$ cat config.mk
export PLATFORM = sky130hd
export DESIGN_NAME = sdram_ctrl_config_and_init
export DESIGN_NICKNAME = d
export VERILOG_FILES = /design/src/design/sdram_cfg_pkg.sv /design/src/design/sdram_ctrl_config_and_init.sv /design/src/design/sdram_init_seq.sv
export SDC_FILE = /design/constraint.sdc
export NUM_CORES = 1
export LEC_CHECK = 0
export ABC_AREA = 1
export BUFFER_PORTS_ARGS = -buffer_cell sky130_fd_sc_hd__buf_2
export CORE_ASPECT_RATIO = 1.75
export CORE_MARGIN = 2
export CORE_UTILIZATION = 30
export DETAILED_ROUTE_END_ITERATION = 12
export HOLD_SLACK_MARGIN = 0.08
export SLEW_MARGIN = 20
export SYNTH_ARGS = -nofsm -noshare
export SYNTH_HDL_FRONTEND = slang
export SYNTH_SLANG_ARGS = --single-unit
$ cat constraint.sdc
create_clock -name mclk -period 5 [get_ports mclk]
set_input_delay 0 -clock mclk [delete_from_list [all_inputs] [get_ports mclk]]
set_output_delay 0 -clock mclk [all_outputs]
set_load 0.1 [all_outputs]
$ cat src/design/sdram_cfg_pkg.sv
package sdram_cfg_pkg;

  // ------------------------------------------------------------
  // address map
  // ------------------------------------------------------------
  localparam logic [63:0] CFG_BASE = 64'h0000_0000_0ff0_0000;
  localparam int NUM_REGS = 6;
  localparam logic [7:0] OFS_PAGE_REFRESH = 8'h00;
  localparam logic [7:0] OFS_WRITE_DLL = 8'h10;
  localparam logic [7:0] OFS_QUEUE_POWER = 8'h20;
  localparam logic [7:0] OFS_INIT_SWAP = 8'h30;
  localparam logic [7:0] OFS_ECC_TERM = 8'h40;
  localparam logic [7:0] OFS_QUEUE_DEPTH = 8'h50;
  localparam logic [63:0] RST_VALUE = 64'h0000_0000_0000_0000;

  // ------------------------------------------------------------
  // storable bits per register (write-only and reserved bits clear, except the launch bit, which is stored)
  // ------------------------------------------------------------
  localparam logic [63:0] WMASK_0 = 64'h0001_0101_0001_0100;
  localparam logic [63:0] WMASK_1 = 64'h0001_0101_0101_0000;
  localparam logic [63:0] WMASK_2 = 64'h0101_0101_0101_0101;
  localparam logic [63:0] WMASK_3 = 64'h0101_0101_0101_0101;
  localparam logic [63:0] WMASK_4 = 64'h0303_0303_0001_0101;
  localparam logic [63:0] WMASK_5 = 64'h0700_0000_0000_0000;

  // ------------------------------------------------------------
  // field positions
  // ------------------------------------------------------------
  localparam int B_OVERLAP = 48;
  localparam int B_BANK_SPLIT = 40;
  localparam int B_REF_BOUNDARY = 32;
  localparam int B_MANUAL_REF = 24;
  localparam int B_CLOSE_PAGE = 16;
  localparam int B_CONFLICT = 8;
  localparam int B_EARLY_WRITE = 48;
  localparam int B_BANK_COUNT = 32;
  localparam int B_DLL_LOCK = 0;
  localparam int B_PRIORITY = 56;
  localparam int B_CLOCK_STOP = 48;
  localparam int B_REORDER = 40;
  localparam int B_CS_TURN = 32;
  localparam int B_DLL_GUARD = 24;
  localparam int B_WR_PRE_WR = 16;
  localparam int B_RD_PRE_RD = 8;
  localparam int B_PRE_AP = 0;
  localparam int B_SWAP_PORT = 56;
  localparam int B_EXCHANGE = 48;
  localparam int B_LAUNCH = 40;
  localparam int B_SELF_REF = 32;
  localparam int B_RW_SAME = 24;
  localparam int B_HALF_WIDTH = 8;
  localparam int B_PWRUP_SR = 0;
  localparam int B_TERM_LO = 56;
  localparam int B_ECC_LO = 48;
  localparam int B_MODE_PUSH = 24;
  localparam int B_RD_BRK_WR = 16;
  localparam int B_PERIODIC = 8;

  // ------------------------------------------------------------
  // encodings
  // ------------------------------------------------------------
  localparam logic [1:0] TERM_OFF = 2'h0;
  localparam logic [1:0] ECC_REPORT = 2'h1;
  localparam logic [1:0] ECC_ABSENT = 2'h2;
  localparam logic [1:0] ECC_CORRECT = 2'h3;
  localparam logic [2:0] CMD_NOP = 3'h0;
  localparam logic [2:0] CMD_PRE_ALL = 3'h1;
  localparam logic [2:0] CMD_REFRESH = 3'h2;
  localparam logic [2:0] CMD_MRS = 3'h3;
  localparam logic [2:0] CMD_EMRS = 3'h4;
  localparam logic [2:0] CMD_SR_ENTER = 3'h5;
  localparam logic [2:0] CMD_SR_EXIT = 3'h6;

  // ------------------------------------------------------------
  // timing
  // ------------------------------------------------------------
  localparam int CLK_PERIOD_NS = 10;
  localparam int T_REFI_NS = 7800;
  localparam int REFI_CYC = T_REFI_NS / CLK_PERIOD_NS;
  localparam int T_PWRUP_NS = 200000;
  localparam int PWRUP_CYC = (T_PWRUP_NS + CLK_PERIOD_NS - 1) / CLK_PERIOD_NS;
  localparam int DLL_CYC = 200;
  localparam int INIT_REF_CNT = 2;

endpackage

$ cat src/design/sdram_ctrl_config_and_init.sv
// Behaviour
// - reset returns all registers to defaults
// - launch bit starts self-run init sequence
// - registers decoded at fixed base, offsets
// - overlap bit allows commands during auto-precharge
// - reorder only when enabled; sub-option bits
// - exchange swaps higher-priority arrivals; port option
// - boundary select; manual refresh pulse issues
// - close-page bit forces auto-precharge
// - periodic refresh only while enabled
// - early write waits for all data
// - dll lock shown in read-only bit
// - clock stop: precharge, cke low, hold
// - turnaround clock between chip selects
// - dll guard blocks commands during settling
// - four burst interruption enables
// - self-refresh request; power-up via exit
// - termination off at zero, else on
// - ecc mode four-way select
// - mode push sends extended then normal
// - half width data channel select
`timescale 1ns/1ps
module sdram_ctrl_config_and_init #(
  parameter logic [63:0] BASE_ADDR = sdram_cfg_pkg::CFG_BASE,
  parameter int PWRUP_WAIT = sdram_cfg_pkg::PWRUP_CYC,
  parameter int REFI = sdram_cfg_pkg::REFI_CYC,
  parameter int DLL_WAIT = sdram_cfg_pkg::DLL_CYC,
  parameter int INIT_REFS = sdram_cfg_pkg::INIT_REF_CNT
) (
  input wire logic mclk,
  input wire logic sys_rst,
  input wire logic cfg_wr,
  input wire logic cfg_rd,
  input wire logic [63:0] cfg_addr,
  input wire logic [63:0] cfg_wdata,
  output logic [63:0] cfg_rdata,
  output logic cfg_rd_valid,
  input wire logic dll_lock_in,
  input wire logic burst_boundary,
  input wire logic cmd_boundary,
  output logic [2:0] mem_cmd,
  output logic mem_cke,
  output logic mem_ready,
  output logic cmd_hold,
  output logic overlap_precharge_cmd,
  output logic reorder_enable,
  output logic reorder_priority,
  output logic reorder_bank_split,
  output logic conflict_check_enable,
  output logic reorder_rw_same,
  output logic preempt_exchange,
  output logic swap_same_port,
  output logic close_page_policy,
  output logic early_write_issue,
  output logic bank_count_select,
  output logic cs_turnaround_enable,
  output logic write_preempt_write,
  output logic read_preempt_read,
  output logic preempt_autoprecharge,
  output logic read_breaks_write_burst,
  output logic odt_enable,
  output logic [1:0] termination_select,
  output logic ecc_check_en,
  output logic ecc_correct_en,
  output logic ecc_dev_absent,
  output logic half_width_data
);

  // ------------------------------------------------------------
  // register decode
  // ------------------------------------------------------------
  function automatic logic [63:0] wmask(input logic [3:0] idx);
    case (idx)
      4'h0: wmask = sdram_cfg_pkg::WMASK_0;
      4'h1: wmask = sdram_cfg_pkg::WMASK_1;
      4'h2: wmask = sdram_cfg_pkg::WMASK_2;
      4'h3: wmask = sdram_cfg_pkg::WMASK_3;
      4'h4: wmask = sdram_cfg_pkg::WMASK_4;
      4'h5: wmask = sdram_cfg_pkg::WMASK_5;
      default: wmask = 64'h0000_0000_0000_0000;
    endcase
  endfunction

  logic [63:0] cfg_ff [sdram_cfg_pkg::NUM_REGS];
  logic [63:0] cfg_rdata_ff;
  logic cfg_rd_valid_ff;
  logic dll_locked_ff;

  wire base_hit = (cfg_addr[63:8] == BASE_ADDR[63:8]) && (cfg_addr[3:0] == 4'h0);
  wire [3:0] reg_idx = cfg_addr[7:4];
  wire idx_ok = (reg_idx < 4'(sdram_cfg_pkg::NUM_REGS));
  wire wr_hit = cfg_wr && base_hit && idx_ok;
  wire rd_hit = cfg_rd && base_hit && idx_ok;
  wire wr_reg0 = wr_hit && ({reg_idx, 4'h0} == sdram_cfg_pkg::OFS_PAGE_REFRESH);
  wire wr_reg3 = wr_hit && ({reg_idx, 4'h0} == sdram_cfg_pkg::OFS_INIT_SWAP);
  wire wr_reg4 = wr_hit && ({reg_idx, 4'h0} == sdram_cfg_pkg::OFS_ECC_TERM);

  wire manual_ref_pulse = wr_reg0 && cfg_wdata[sdram_cfg_pkg::B_MANUAL_REF];
  wire mode_push_pulse = wr_reg4 && cfg_wdata[sdram_cfg_pkg::B_MODE_PUSH];
  // launch seen on the write that sets it
  wire launch_pulse = wr_reg3 && cfg_wdata[sdram_cfg_pkg::B_LAUNCH];

  genvar gi;
  generate
    for (gi = 0; gi < sdram_cfg_pkg::NUM_REGS; gi++) begin : g_reg
      always_ff @(posedge mclk) begin
        if (sys_rst) begin
          cfg_ff[gi] <= sdram_cfg_pkg::RST_VALUE;
        end else if (wr_hit && (reg_idx == 4'(gi))) begin
          cfg_ff[gi] <= cfg_wdata & wmask(4'(gi));
        end
      end
    end
  endgenerate

  // ------------------------------------------------------------
  // read path
  // ------------------------------------------------------------
  // lock status merged into its read-only bit
  wire [63:0] lock_word = {63'h0, dll_locked_ff} << sdram_cfg_pkg::B_DLL_LOCK;
  wire [63:0] rd_word = cfg_ff[reg_idx[2:0]] |
                        (({reg_idx, 4'h0} == sdram_cfg_pkg::OFS_WRITE_DLL) ? lock_word : 64'h0);

  always_ff @(posedge mclk) begin
    if (sys_rst) begin
      cfg_rdata_ff <= 64'h0000_0000_0000_0000;
      cfg_rd_valid_ff <= 1'b0;
      dll_locked_ff <= 1'b0;
    end else begin
      // unmapped reads answer zero
      cfg_rdata_ff <= rd_hit ? rd_word : 64'h0000_0000_0000_0000;
      cfg_rd_valid_ff <= cfg_rd;
      dll_locked_ff <= dll_lock_in;
    end
  end

  // ------------------------------------------------------------
  // field taps
  // ------------------------------------------------------------
  wire [63:0] r0 = cfg_ff[0];
  wire [63:0] r1 = cfg_ff[1];
  wire [63:0] r2 = cfg_ff[2];
  wire [63:0] r3 = cfg_ff[3];
  wire [63:0] r4 = cfg_ff[4];
  wire reorder_on = r2[sdram_cfg_pkg::B_REORDER];
  wire exch_on = reorder_on && r3[sdram_cfg_pkg::B_EXCHANGE];
  wire [1:0] term_f = r4[sdram_cfg_pkg::B_TERM_LO +: 2];
  wire [1:0] ecc_f = r4[sdram_cfg_pkg::B_ECC_LO +: 2];
  wire clock_stop_req = r2[sdram_cfg_pkg::B_CLOCK_STOP];
  wire self_ref_req = r3[sdram_cfg_pkg::B_SELF_REF];
  wire dll_guard = r2[sdram_cfg_pkg::B_DLL_GUARD];
  wire ref_by_cmd = r0[sdram_cfg_pkg::B_REF_BOUNDARY];
  wire periodic_on = r4[sdram_cfg_pkg::B_PERIODIC];

  // ------------------------------------------------------------
  // policy outputs
  // ------------------------------------------------------------
  logic [24:0] pol_ff;
  wire [24:0] nxt_pol = {
    r0[sdram_cfg_pkg::B_OVERLAP],
    reorder_on,
    reorder_on && r2[sdram_cfg_pkg::B_PRIORITY],
    reorder_on && r0[sdram_cfg_pkg::B_BANK_SPLIT],
    reorder_on && r0[sdram_cfg_pkg::B_CONFLICT],
    reorder_on && r3[sdram_cfg_pkg::B_RW_SAME],
    exch_on,
    exch_on && r3[sdram_cfg_pkg::B_SWAP_PORT],
    r0[sdram_cfg_pkg::B_CLOSE_PAGE],
    r1[sdram_cfg_pkg::B_EARLY_WRITE],
    r1[sdram_cfg_pkg::B_BANK_COUNT],
    r2[sdram_cfg_pkg::B_CS_TURN],
    r2[sdram_cfg_pkg::B_WR_PRE_WR],
    r2[sdram_cfg_pkg::B_RD_PRE_RD],
    r2[sdram_cfg_pkg::B_PRE_AP],
    r4[sdram_cfg_pkg::B_RD_BRK_WR],
    term_f != sdram_cfg_pkg::TERM_OFF,
    term_f,
    (ecc_f == sdram_cfg_pkg::ECC_REPORT) || (ecc_f == sdram_cfg_pkg::ECC_CORRECT),
    ecc_f == sdram_cfg_pkg::ECC_CORRECT,
    ecc_f == sdram_cfg_pkg::ECC_ABSENT,
    r3[sdram_cfg_pkg::B_HALF_WIDTH],
    2'b00
  };

  always_ff @(posedge mclk) begin
    if (sys_rst) begin
      pol_ff <= 25'h0;
    end else begin
      pol_ff <= nxt_pol;
    end
  end

  assign overlap_precharge_cmd = pol_ff[24];
  assign reorder_enable = pol_ff[23];
  assign reorder_priority = pol_ff[22];
  assign reorder_bank_split = pol_ff[21];
  assign conflict_check_enable = pol_ff[20];
  assign reorder_rw_same = pol_ff[19];
  assign preempt_exchange = pol_ff[18];
  assign swap_same_port = pol_ff[17];
  assign close_page_policy = pol_ff[16];
  assign early_write_issue = pol_ff[15];
  assign bank_count_select = pol_ff[14];
  assign cs_turnaround_enable = pol_ff[13];
  assign write_preempt_write = pol_ff[12];
  assign read_preempt_read = pol_ff[11];
  assign preempt_autoprecharge = pol_ff[10];
  assign read_breaks_write_burst = pol_ff[9];
  assign odt_enable = pol_ff[8];
  assign termination_select = pol_ff[7:6];
  assign ecc_check_en = pol_ff[5];
  assign ecc_correct_en = pol_ff[4];
  assign ecc_dev_absent = pol_ff[3];
  assign half_width_data = pol_ff[2];

  // ------------------------------------------------------------
  // init sequencer
  // ------------------------------------------------------------
  logic [2:0] seq_cmd;
  logic seq_cke, seq_busy, seq_dll, seq_done;

  sdram_init_seq #(
    .WAIT_CYC(PWRUP_WAIT),
    .DLL_WAIT(DLL_WAIT),
    .REF_CNT(INIT_REFS)
  ) u_seq (
    .mclk(mclk),
    .sys_rst(sys_rst),
    .start(launch_pulse),
    .via_sr_exit(r3[sdram_cfg_pkg::B_PWRUP_SR]),
    .seq_cmd(seq_cmd),
    .cke_on(seq_cke),
    .busy(seq_busy),
    .dll_window(seq_dll),
    .done(seq_done)
  );

  // ------------------------------------------------------------
  // refresh request
  // ------------------------------------------------------------
  logic [31:0] refi_cnt_ff;
  logic ref_pend_ff;
  logic mode_pend_ff;
  logic mrs_next_ff;

  wire refi_tick = periodic_on && mem_ready && (refi_cnt_ff == 32'(REFI - 1));
  wire at_boundary = ref_by_cmd ? cmd_boundary : burst_boundary;

  // ------------------------------------------------------------
  // power state
  // ------------------------------------------------------------
  typedef enum logic [3:0] {
    P_ACTIVE = 4'h1,
    P_SR_ENTER = 4'h2,
    P_SELFREF = 4'h4,
    P_STOP = 4'h8
  } pwr_state_t;

  pwr_state_t pstate_ff, nxt_pstate;
  logic [2:0] nxt_cmd;
  logic ref_taken, mode_taken;

  // guard widens the blackout over dll settling
  wire may_issue = seq_done || (seq_dll && !dll_guard);

  always_comb begin
    nxt_pstate = pstate_ff;
    nxt_cmd = sdram_cfg_pkg::CMD_NOP;
    ref_taken = 1'b0;
    mode_taken = 1'b0;
    if (seq_cmd != sdram_cfg_pkg::CMD_NOP) begin
      nxt_cmd = seq_cmd;
    end else if (mrs_next_ff) begin
      nxt_cmd = sdram_cfg_pkg::CMD_MRS;
    end else if (may_issue) begin
      case (pstate_ff)
        P_ACTIVE: begin
          if (seq_done && (self_ref_req || clock_stop_req)) begin
            nxt_cmd = sdram_cfg_pkg::CMD_PRE_ALL;
            nxt_pstate = self_ref_req ? P_SR_ENTER : P_STOP;
          end else if (mode_pend_ff) begin
            nxt_cmd = sdram_cfg_pkg::CMD_EMRS;
            mode_taken = 1'b1;
          end else if (ref_pend_ff && at_boundary) begin
            nxt_cmd = sdram_cfg_pkg::CMD_REFRESH;
            ref_taken = 1'b1;
          end
        end
        P_SR_ENTER: begin
          nxt_cmd = sdram_cfg_pkg::CMD_SR_ENTER;
          nxt_pstate = P_SELFREF;
        end
        P_SELFREF: begin
          if (!self_ref_req) begin
            nxt_cmd = sdram_cfg_pkg::CMD_SR_EXIT;
            nxt_pstate = P_ACTIVE;
          end
        end
        P_STOP: begin
          if (!clock_stop_req) begin
            nxt_pstate = P_ACTIVE;
          end
        end
        default: nxt_pstate = P_ACTIVE;
      endcase
    end
  end

  logic [2:0] mem_cmd_ff;
  logic mem_cke_ff, mem_ready_ff, cmd_hold_ff;
  // cke low while stopped or self-refreshing
  wire nxt_cke = seq_cke && (nxt_pstate == P_ACTIVE || nxt_pstate == P_SR_ENTER);

  always_ff @(posedge mclk) begin
    if (sys_rst) begin
      pstate_ff <= P_ACTIVE;
      mem_cmd_ff <= sdram_cfg_pkg::CMD_NOP;
      mem_cke_ff <= 1'b0;
      mem_ready_ff <= 1'b0;
      cmd_hold_ff <= 1'b1;
      refi_cnt_ff <= 32'h0000_0000;
      ref_pend_ff <= 1'b0;
      mode_pend_ff <= 1'b0;
      mrs_next_ff <= 1'b0;
    end else begin
      pstate_ff <= nxt_pstate;
      mem_cmd_ff <= nxt_cmd;
      mem_cke_ff <= nxt_cke;
      // memory usable only after the sequence
      mem_ready_ff <= seq_done;
      cmd_hold_ff <= !seq_done || (nxt_pstate != P_ACTIVE);
      refi_cnt_ff <= refi_tick || !periodic_on ? 32'h0000_0000 : refi_cnt_ff + 32'h0000_0001;
      // a new request beats the clear
      ref_pend_ff <= manual_ref_pulse || refi_tick || (ref_pend_ff && !ref_taken);
      mode_pend_ff <= mode_push_pulse || (mode_pend_ff && !mode_taken);
      mrs_next_ff <= mode_taken;
    end
  end

  assign cfg_rdata = cfg_rdata_ff;
  assign cfg_rd_valid = cfg_rd_valid_ff;
  assign mem_cmd = mem_cmd_ff;
  assign mem_cke = mem_cke_ff;
  assign mem_ready = mem_ready_ff;
  assign cmd_hold = cmd_hold_ff;

endmodule

$ cat src/design/sdram_init_seq.sv
`timescale 1ns/1ps
module sdram_init_seq #(
  parameter int WAIT_CYC = sdram_cfg_pkg::PWRUP_CYC,
  parameter int DLL_WAIT = sdram_cfg_pkg::DLL_CYC,
  parameter int REF_CNT = sdram_cfg_pkg::INIT_REF_CNT
) (
  input wire logic mclk,
  input wire logic sys_rst,
  input wire logic start,
  input wire logic via_sr_exit,
  output logic [2:0] seq_cmd,
  output logic cke_on,
  output logic busy,
  output logic dll_window,
  output logic done
);

  typedef enum logic [8:0] {
    S_IDLE = 9'h001,
    S_WAIT = 9'h002,
    S_PRE = 9'h004,
    S_EMRS = 9'h008,
    S_MRS = 9'h010,
    S_DLL = 9'h020,
    S_REF = 9'h040,
    S_SREXIT = 9'h080,
    S_DONE = 9'h100
  } seq_state_t;

  seq_state_t state_ff, nxt_state;
  logic [31:0] cnt_ff;
  logic [31:0] nxt_cnt;
  wire cnt_end = (cnt_ff == 32'h0000_0000);

  always_comb begin
    nxt_state = state_ff;
    nxt_cnt = cnt_ff - 32'h0000_0001;
    case (state_ff)
      S_IDLE, S_DONE: begin
        nxt_cnt = 32'(WAIT_CYC - 1);
        if (start) begin
          nxt_state = S_WAIT;
        end
      end
      S_WAIT: begin
        if (cnt_end) begin
          nxt_state = via_sr_exit ? S_SREXIT : S_PRE;
        end
      end
      S_PRE: nxt_state = S_EMRS;
      S_EMRS: nxt_state = S_MRS;
      S_MRS: begin
        nxt_state = S_DLL;
        nxt_cnt = 32'(DLL_WAIT - 1);
      end
      S_DLL: begin
        if (cnt_end) begin
          nxt_state = S_REF;
          nxt_cnt = 32'(REF_CNT - 1);
        end
      end
      S_REF: begin
        if (cnt_end) begin
          nxt_state = S_DONE;
        end
      end
      S_SREXIT: nxt_state = S_DONE;
      default: nxt_state = S_IDLE;
    endcase
  end

  always_ff @(posedge mclk) begin
    if (sys_rst) begin
      state_ff <= S_IDLE;
      cnt_ff <= 32'h0000_0000;
    end else begin
      state_ff <= nxt_state;
      cnt_ff <= nxt_cnt;
    end
  end

  assign seq_cmd = (state_ff == S_PRE) ? sdram_cfg_pkg::CMD_PRE_ALL :
                   (state_ff == S_EMRS) ? sdram_cfg_pkg::CMD_EMRS :
                   (state_ff == S_MRS) ? sdram_cfg_pkg::CMD_MRS :
                   (state_ff == S_REF) ? sdram_cfg_pkg::CMD_REFRESH :
                   (state_ff == S_SREXIT) ? sdram_cfg_pkg::CMD_SR_EXIT : sdram_cfg_pkg::CMD_NOP;
  assign cke_on = !(state_ff inside {S_IDLE, S_WAIT});
  assign busy = !(state_ff inside {S_IDLE, S_DONE});
  assign dll_window = (state_ff == S_DLL);
  assign done = (state_ff == S_DONE);

endmodule

==> metrics.csv, run 1 <==
stage,metric,value,unit
worst_hold_path,holdPathStages,2,
synth,synth_area_leaders,"dfxtp_1, edfxtp_1, nor2_1",
setup_path,crit_buf_inv,1,
final_layout,drive_gt1_share,18.38,%
timing,hold_viol,0,
setup_path,cp_max_fo,29,
timing,slew_headroom,37.52,%
setup_path,cp.depth,9,
setup_path,crit_chain,"inv_1, ha_1, nand4_1, nor2_4, nand3_2, o21ai_2, o21ai_2, nand2_1, o21ai_0",
synth,yosysWarningCount,0,
timing,setup_viol,0,
timing,max_freq,0.4221,GHz
setup_path,path_class,flip-flop to flip-flop,
die,die_height,218.3,um
status,status,"finished, final reports clean",
detailed_routing,remaining_drc_errors,0,
grt,antenna_found_initial,1,
power_and_ir_drop,p_sw_share,34.37,%
setup_path,cp_slowest_cell,nand2_1,
setup_path,cpMostUsedCell,o21ai_2,
synth,mappedNetlistArea,7874,um^2
die,start_util,30.45,%
synth,ys_ff_latch,164,
die,ios,229,
detailed_routing,vias,6730,
final_layout,layout.nets,1283,
placement,dp_hpwl,15.13,mm
final_layout,n_antenna_cell,0,
clocking,holdBufCountCts,20,
power_and_ir_drop,switching_power,1.399,mW
timing,post-route-period-util,47.38,%
power_and_ir_drop,cellPowerDensity,427.8,nW/um^2
synth,avgSynthCellArea,7.921,um^2
detailed_routing,drt_iter0_markers,359,
placement,place_area,8652,um^2
timing,drv_slew,0,
grt,grt_max_degree,38,
detailed_routing,viasPerCell,4.550,
grt,grt_pass1_wl,31.55,mm
timing,worstMarginPinSlew,0.9345,ns
synth,synth_edf_count,40,
placement,io_buffers,126,
power_and_ir_drop,leakagePower,4.180,nW
synth,ys_seq_area_share,46.78,%
setup_path,worstReg2RegStart,u_seq.cnt_ff[0],
clocking,insertion_delay,0.44,ns
power_and_ir_drop,power_frac_comb,26.0,%
setup_path,endpoint_kind,flip-flop,
synth,synth_top_area_share,31.53,%
setup_path,r2r_cells,9,
final_layout,final_area,9513,um^2
detailed_routing,post_drt_wl_per_cell,13.30,um
power_and_ir_drop,intPower,2.671,mW
setup_path,worstSetupStartpointType,flip-flop,
die,dieArea,27610,um^2
setup_path,cp.arrival,2.65,ns
clocking,htreeDepth,4,
clocking,cts_tree,yes,
run,cap_viol_max_count,0,
worst_hold_path,hp-start,sys_rst,
clocking,clock-sinks,164,
setup_path,reg2reg_to,u_seq.cnt_ff[9],
synth,synth.distinct_cells,52,
timing,skew,0.01206,ns
clocking,clk_path_buf_depth,2,
setup_path,crit_required,5.28,ns
die,core_area,25860,um^2
synth,async_reset_ff_share,0,%
power_and_ir_drop,p_clk_share,35.7,%
clocking,cts_resized,0,
setup_path,cpPeakStageDelay,0.69,ns
clocking,cts_made_buffers,17,
clocking,root_buffer,clkbuf_16,
power_and_ir_drop,sequentialPowerShare,38.3,%
setup_path,ff2ff_setup_slack,2.63,ns
synth,synth_ff_type,dfxtp_1,
die,rows,78,
grt,overflow,0,
clocking,post_cts_buffers,0,
timing,finalWorstPathRequiredPeriod,2.369,ns
placement,gp_congestion,0.8835,
worst_hold_path,min_path_type,input pin to flip-flop,
detailed_routing,wl,19.67,mm
grt,grt_pass1_vias,6676,
die,fp.dieW,126.5,um
final_layout,layout-area-overhead-vs-synth,20.82,%
timing,rsz0062_at_grt,no,
worst_hold_path,min_to,pol_ff[9],
power_and_ir_drop,ir_worst_vdd,0.2270,mV
synth,synth_largest_area_cell,dfxtp_1,
synth,syn_inst,994,
setup_path,critPathTopFamily,simple AND/OR/NAND/NOR gates,
detailed_routing,antenna_left,0,
timing,tns,0,ns
detailed_routing,dr.pass1.iters,4,
grt,grt_usage,14.40,%
clocking,clk_pin_slew,0.06,ns
## worst register-to-register path, stage by stage, from the launching register on
cell	delay, ns
dfxtp_1	0.31
inv_1	0.08
ha_1	0.22
nand4_1	0.16
nor2_4	0.18
nand3_2	0.14
o21ai_2	0.20
o21ai_2	0.08
nand2_1	0.69
o21ai_0	0.18
## synthesized netlist by cell type (all sizes together) (2+ instances only)
cell type,count
a21oi,18
a221oi,2
a22oi,2
a31oi,2
and2,2
buf,65
clkbuf,2
clkinv,3
dfxtp,124
edfxtp,40
ha,2
inv,122
nand2,142
nand3,50
nand3b,2
nand4,31
nor2,231
nor3,26
nor3b,8
nor4,12
o21ai,39
o22ai,8
or2,6
xnor2,19
xor2,27
## registers in the layout, summed over array words and instances, names as in the netlist, 3 cells and up
register and cells:
cfg_ff 40, refi_cnt_ff 32, u_seq.cnt_ff 32, pol_ff 23
cfg_rdata 13, u_seq.state_ff 9, pstate_ff 4, mem_cmd 3
## placed cells by master, fill, tap and decap left out, types with 5 or more instances in the layout
master	n
a21oi_1	18
buf_2	126
clkbuf_16	19
conb_1	51
dfxtp_1	124
dlygate4sd3_1	20
edfxtp_1	40
inv_1	117
inv_2	5
nand2_1	135
nand2_2	7
nand3_1	44
nand3_2	5
nand4_1	30
nor2_1	207
nor2_2	20
nor3_1	23
nor3b_1	6
nor4_1	11
o21ai_0	25
o21ai_1	11
o22ai_1	8
xnor2_1	19
xor2_1	27
## area by class of cell
class | count | area [um^2]
clock buffers | 25 | 518.0
clock inverters | 7 | 142.6
fillers | 2669 | 16350
inverters | 125 | 469.2
multi-input cells | 688 | 3438
flip-flops and latches | 164 | 3684
well taps | 320 | 400.4
repair buffers | 150 | 860.8
## stage by stage
step / power, mW / hold slack, ns / util (%) / worst slack, ns / std cells
6_report: 4.069 / 0.1348 / 36.78 / 2.631 / 1479
5_1_grt: 4.264 / 0.1772 / 36.78 / 2.268 / 1479
4_1_cts: 4.103 / 0.1315 / 36.78 / 2.563 / 1479
3_5_place_dp: 2.635 / 0.2325 / 33.45 / 2.308 / 1427
3_3_place_gp: 2.625 / 0.2269 / 33.45 / 2.356 / 1427
2_1_floorplan: 2.477 / 0.1070 / - / 2.912 / 1044
## power groups by stage
stage	combinational [mW]	sequential (mW)	clock, mW
floorplan	0.808	1.67	0
global placement	1.04	1.58	0
detailed placement	1.05	1.58	0
CTS	1.07	1.56	1.48
global route	1.17	1.57	1.52
finish	1.06	1.56	1.45
## per-layer routing
metal / wire, um / GRT usage (%) / vias up
li1: - / - / 3395
met1: 6943 / 13.64 / 3075
met2: 11060 / 28.54 / 215
met3: 1029 / 2.693 / 43
met4: 631 / 7.546 / 2
met5: 7 / 0 / -
## worst max path at each step
stage                               start               end  slack [ns]
after floorplan              cfg_addr[63]      cfg_ff[4][0]        2.91
after global placement            sys_rst    refi_cnt_ff[2]        2.36
after detailed placement          sys_rst    refi_cnt_ff[2]        2.31
after CTS                 u_seq.cnt_ff[0]   u_seq.cnt_ff[9]        2.56
after global routing      u_seq.cnt_ff[0]  u_seq.cnt_ff[11]        2.27
final                     u_seq.cnt_ff[0]   u_seq.cnt_ff[9]        2.63
## logic make-up after synthesis
logic type      count (synthesis)  share of synthesized area (%)
buf+inv                       192                          11.93
compound gates                 74                          5.308
xor+xnor                       46                          5.117
simple gates                  514                          30.37
fa+ha+maj                       2                         0.3178
flops                         164                          46.78
other cells                     1                        0.04763
mux                             1                         0.1271
Power figures use the tool's default switching activity.
==> run 2: changes to the inputs <==
Clock period 5 ns to 2.1 ns, I/O delays scaled along.
==> run 2 against run 1 <==
  * Sequential power up 140%
  * Cell count rose by 0.88%
  * Power rose by 130%
  * Flip-flop and latch count is the same
  * Hold slack better by 0.067 ns
  * Critical path depth unchanged
  * First-iteration DRC count is 26% lower
  * Maximum frequency rose by 28%
  * Utilization grew 0.077 points
  * Die area is the same
  * Critical endpoint is now cmd_hold
  * Clock skew decreased by 0.0040 ns
==> metrics.csv, run 2 (same netlist as run 1, synthesis figures left out) <==
stage,metric,value,unit,change
status,status,"finished, final reports clean",,
clocking,insertion_delay,0.43,ns,about the same
final_layout,final_cell_mix,"nor2_1, nand2_1, buf_2, dfxtp_1, inv_1",,
timing,worstMarginPinSlew,0.6551,ns,-0.2794 ns
clocking,clk_path_buf_depth,2,,unchanged
final_layout,layout-area-overhead-vs-synth,21.07,%,
grt,grt_pass1_vias,6728,,+0.78%
setup_path,endpoint_kind,flip-flop,,
grt,grt_pass1_wl,31.57,mm,about the same
final_layout,instances_no_fill,1492,,+0.88%
timing,tns,0,ns,unchanged
detailed_routing,dr.pass1.iters,5,,+1
clocking,clock-sinks,164,,unchanged
clocking,cts_made_buffers,17,,unchanged
timing,rsz0062_at_grt,no,,
die,ios,229,,unchanged
die,dieArea,27610,um^2,unchanged
timing,drv_slew,0,,unchanged
placement,dp.cells,1441,,+0.98%
timing,finalWorstPathRequiredPeriod,1.858,ns,-0.5110 ns
detailed_routing,vias,6714,,-0.24%
power_and_ir_drop,ir_worst_vdd,0.5740,mV,+150%
setup_path,path_class,flip-flop to flip-flop,,
timing,setup_viol,0,,unchanged
run,cap_viol_max_count,0,,unchanged
detailed_routing,remaining_drc_errors,0,,unchanged
final_layout,reg_top3,"cfg_ff (40), refi_cnt_ff (32), u_seq.cnt_ff (32)",,
detailed_routing,post_drt_wl_per_cell,13.21,um,-0.68%
placement,dp_hpwl,15.47,mm,+2.2%
placement,gp_congestion,0.8959,,+1.4%
clocking,root_buffer,clkbuf_16,,
grt,grt_max_degree,33,,-13%
detailed_routing,wl,19.71,mm,+0.19%
power_and_ir_drop,leakagePower,4.199,nW,+0.45%
placement,pre_cts_ws,0.2294,ns,-2.079 ns
timing,skew,0.008028,ns,-0.004031 ns
final_layout,drive_gt1_share,19.28,%,+0.91 points
timing,setup_ws,0.2422,ns,-2.389 ns
die,start_util,30.45,%,unchanged
die,fp.dieW,126.5,um,unchanged
detailed_routing,drt_iter0_markers,266,,-26%
final_layout,layout.nets,1296,,+1.0%
final_layout,final_area,9533,um^2,+0.21%
timing,max_freq,0.5383,GHz,+28%
placement,io_buffers,126,,unchanged
grt,grt_usage,14.33,%,-0.070 points
timing,post-route-period-util,88.47,%,+41 points
setup_path,worstSetupStartpointType,flip-flop,,
final_layout,top_register,cfg_ff,,
final_layout,final_common_cell,nor2_1,,
die,core_area,25860,um^2,unchanged
setup_path,crit_required,2.40,ns,-2.88 ns
setup_path,ff2ff_setup_slack,0.24,ns,-2.39 ns
setup_path,cp_max_fo,5,,-83%
clocking,clk_pin_slew,0.06,ns,about the same
worst_hold_path,min_path_type,input pin to flip-flop,,
grt,overflow,0,,unchanged
setup_path,cp.arrival,2.15,ns,-0.50 ns
timing,hold_viol,0,,unchanged
timing,slew_headroom,55.92,%,+18 points
detailed_routing,antenna_left,0,,unchanged
clocking,cts_tree,yes,,
clocking,post_cts_buffers,0,,unchanged
clocking,htreeDepth,4,,unchanged
die,die_height,218.3,um,unchanged
final_layout,n_antenna_cell,0,,unchanged
clocking,cts_resized,0,,unchanged
detailed_routing,viasPerCell,4.500,,-1.1%
grt,antenna_found_initial,0,,-1
power_and_ir_drop,cellPowerDensity,972.5,nW/um^2,+130%
final_layout,largest_register_ffs,40,,unchanged
die,rows,78,,unchanged
placement,place_area,8782,um^2,+1.5%
## run 2: worst paths after layout
| path | from | endpoint | depth (start not counted) |
|---|---|---|---|
| worst min register to register | u_seq.cnt_ff[0] | u_seq.cnt_ff[0] | 1 |
| worst min-delay path | cfg_addr[7] | cfg_rdata[58] | 5 |
| worst max-delay path | u_seq.state_ff[4] | cmd_hold | 9 |
| worst max register to register | u_seq.state_ff[4] | cmd_hold | 9 |
## run 2: cell type report
class | instances | area, um^2
repair buffers | 163 | 980.9
clock buffers | 24 | 483.0
inverters | 125 | 469.2
well taps | 320 | 400.4
clock inverters | 8 | 77.57
multi-input cells | 688 | 3438
flip-flops and latches | 164 | 3684
fillers | 2658 | 16330
## run 2: power breakdown
group	total (mW)	switching, mW	internal, mW
clock	2.97	1.24	1.73
combinational	2.60	1.87	0.725
sequential	3.71	0.211	3.49
total	9.27	3.32	5.95
## run 2: metrics by stage
stage	hold WS [ns]	power, mW	util, %
6_report	0.2023	9.270	36.86
5_1_grt	0.2286	9.782	36.86
4_1_cts	0.1827	9.363	36.86
3_5_place_dp	0.2299	6.355	33.96
3_3_place_gp	0.2300	6.325	33.96
2_1_floorplan	0.1070	5.897	-
## run 2: critical path: stages (launching register included)
cell     delay (ns)
dfxtp_1        0.33
nor2_2         0.12
nand3_1        0.10
nor2_1         0.19
nand3_1        0.21
nand2_1        0.12
nand2_1        0.14
o21ai_1        0.27
nor2b_1        0.17
nand4_1        0.08
## run 2: routing by layer
layer	wire length [um]	global-route usage [%]
met1	7241	13.65
met2	11000	29.04
met3	825	2.350
met4	635	6.520
met5	0	0
## run 2: what timing repair did
item,in CTS,in global routing
hold buffers,19,0
hold endpoints to repair,60,0
endpoints found under the setup margin,0,0
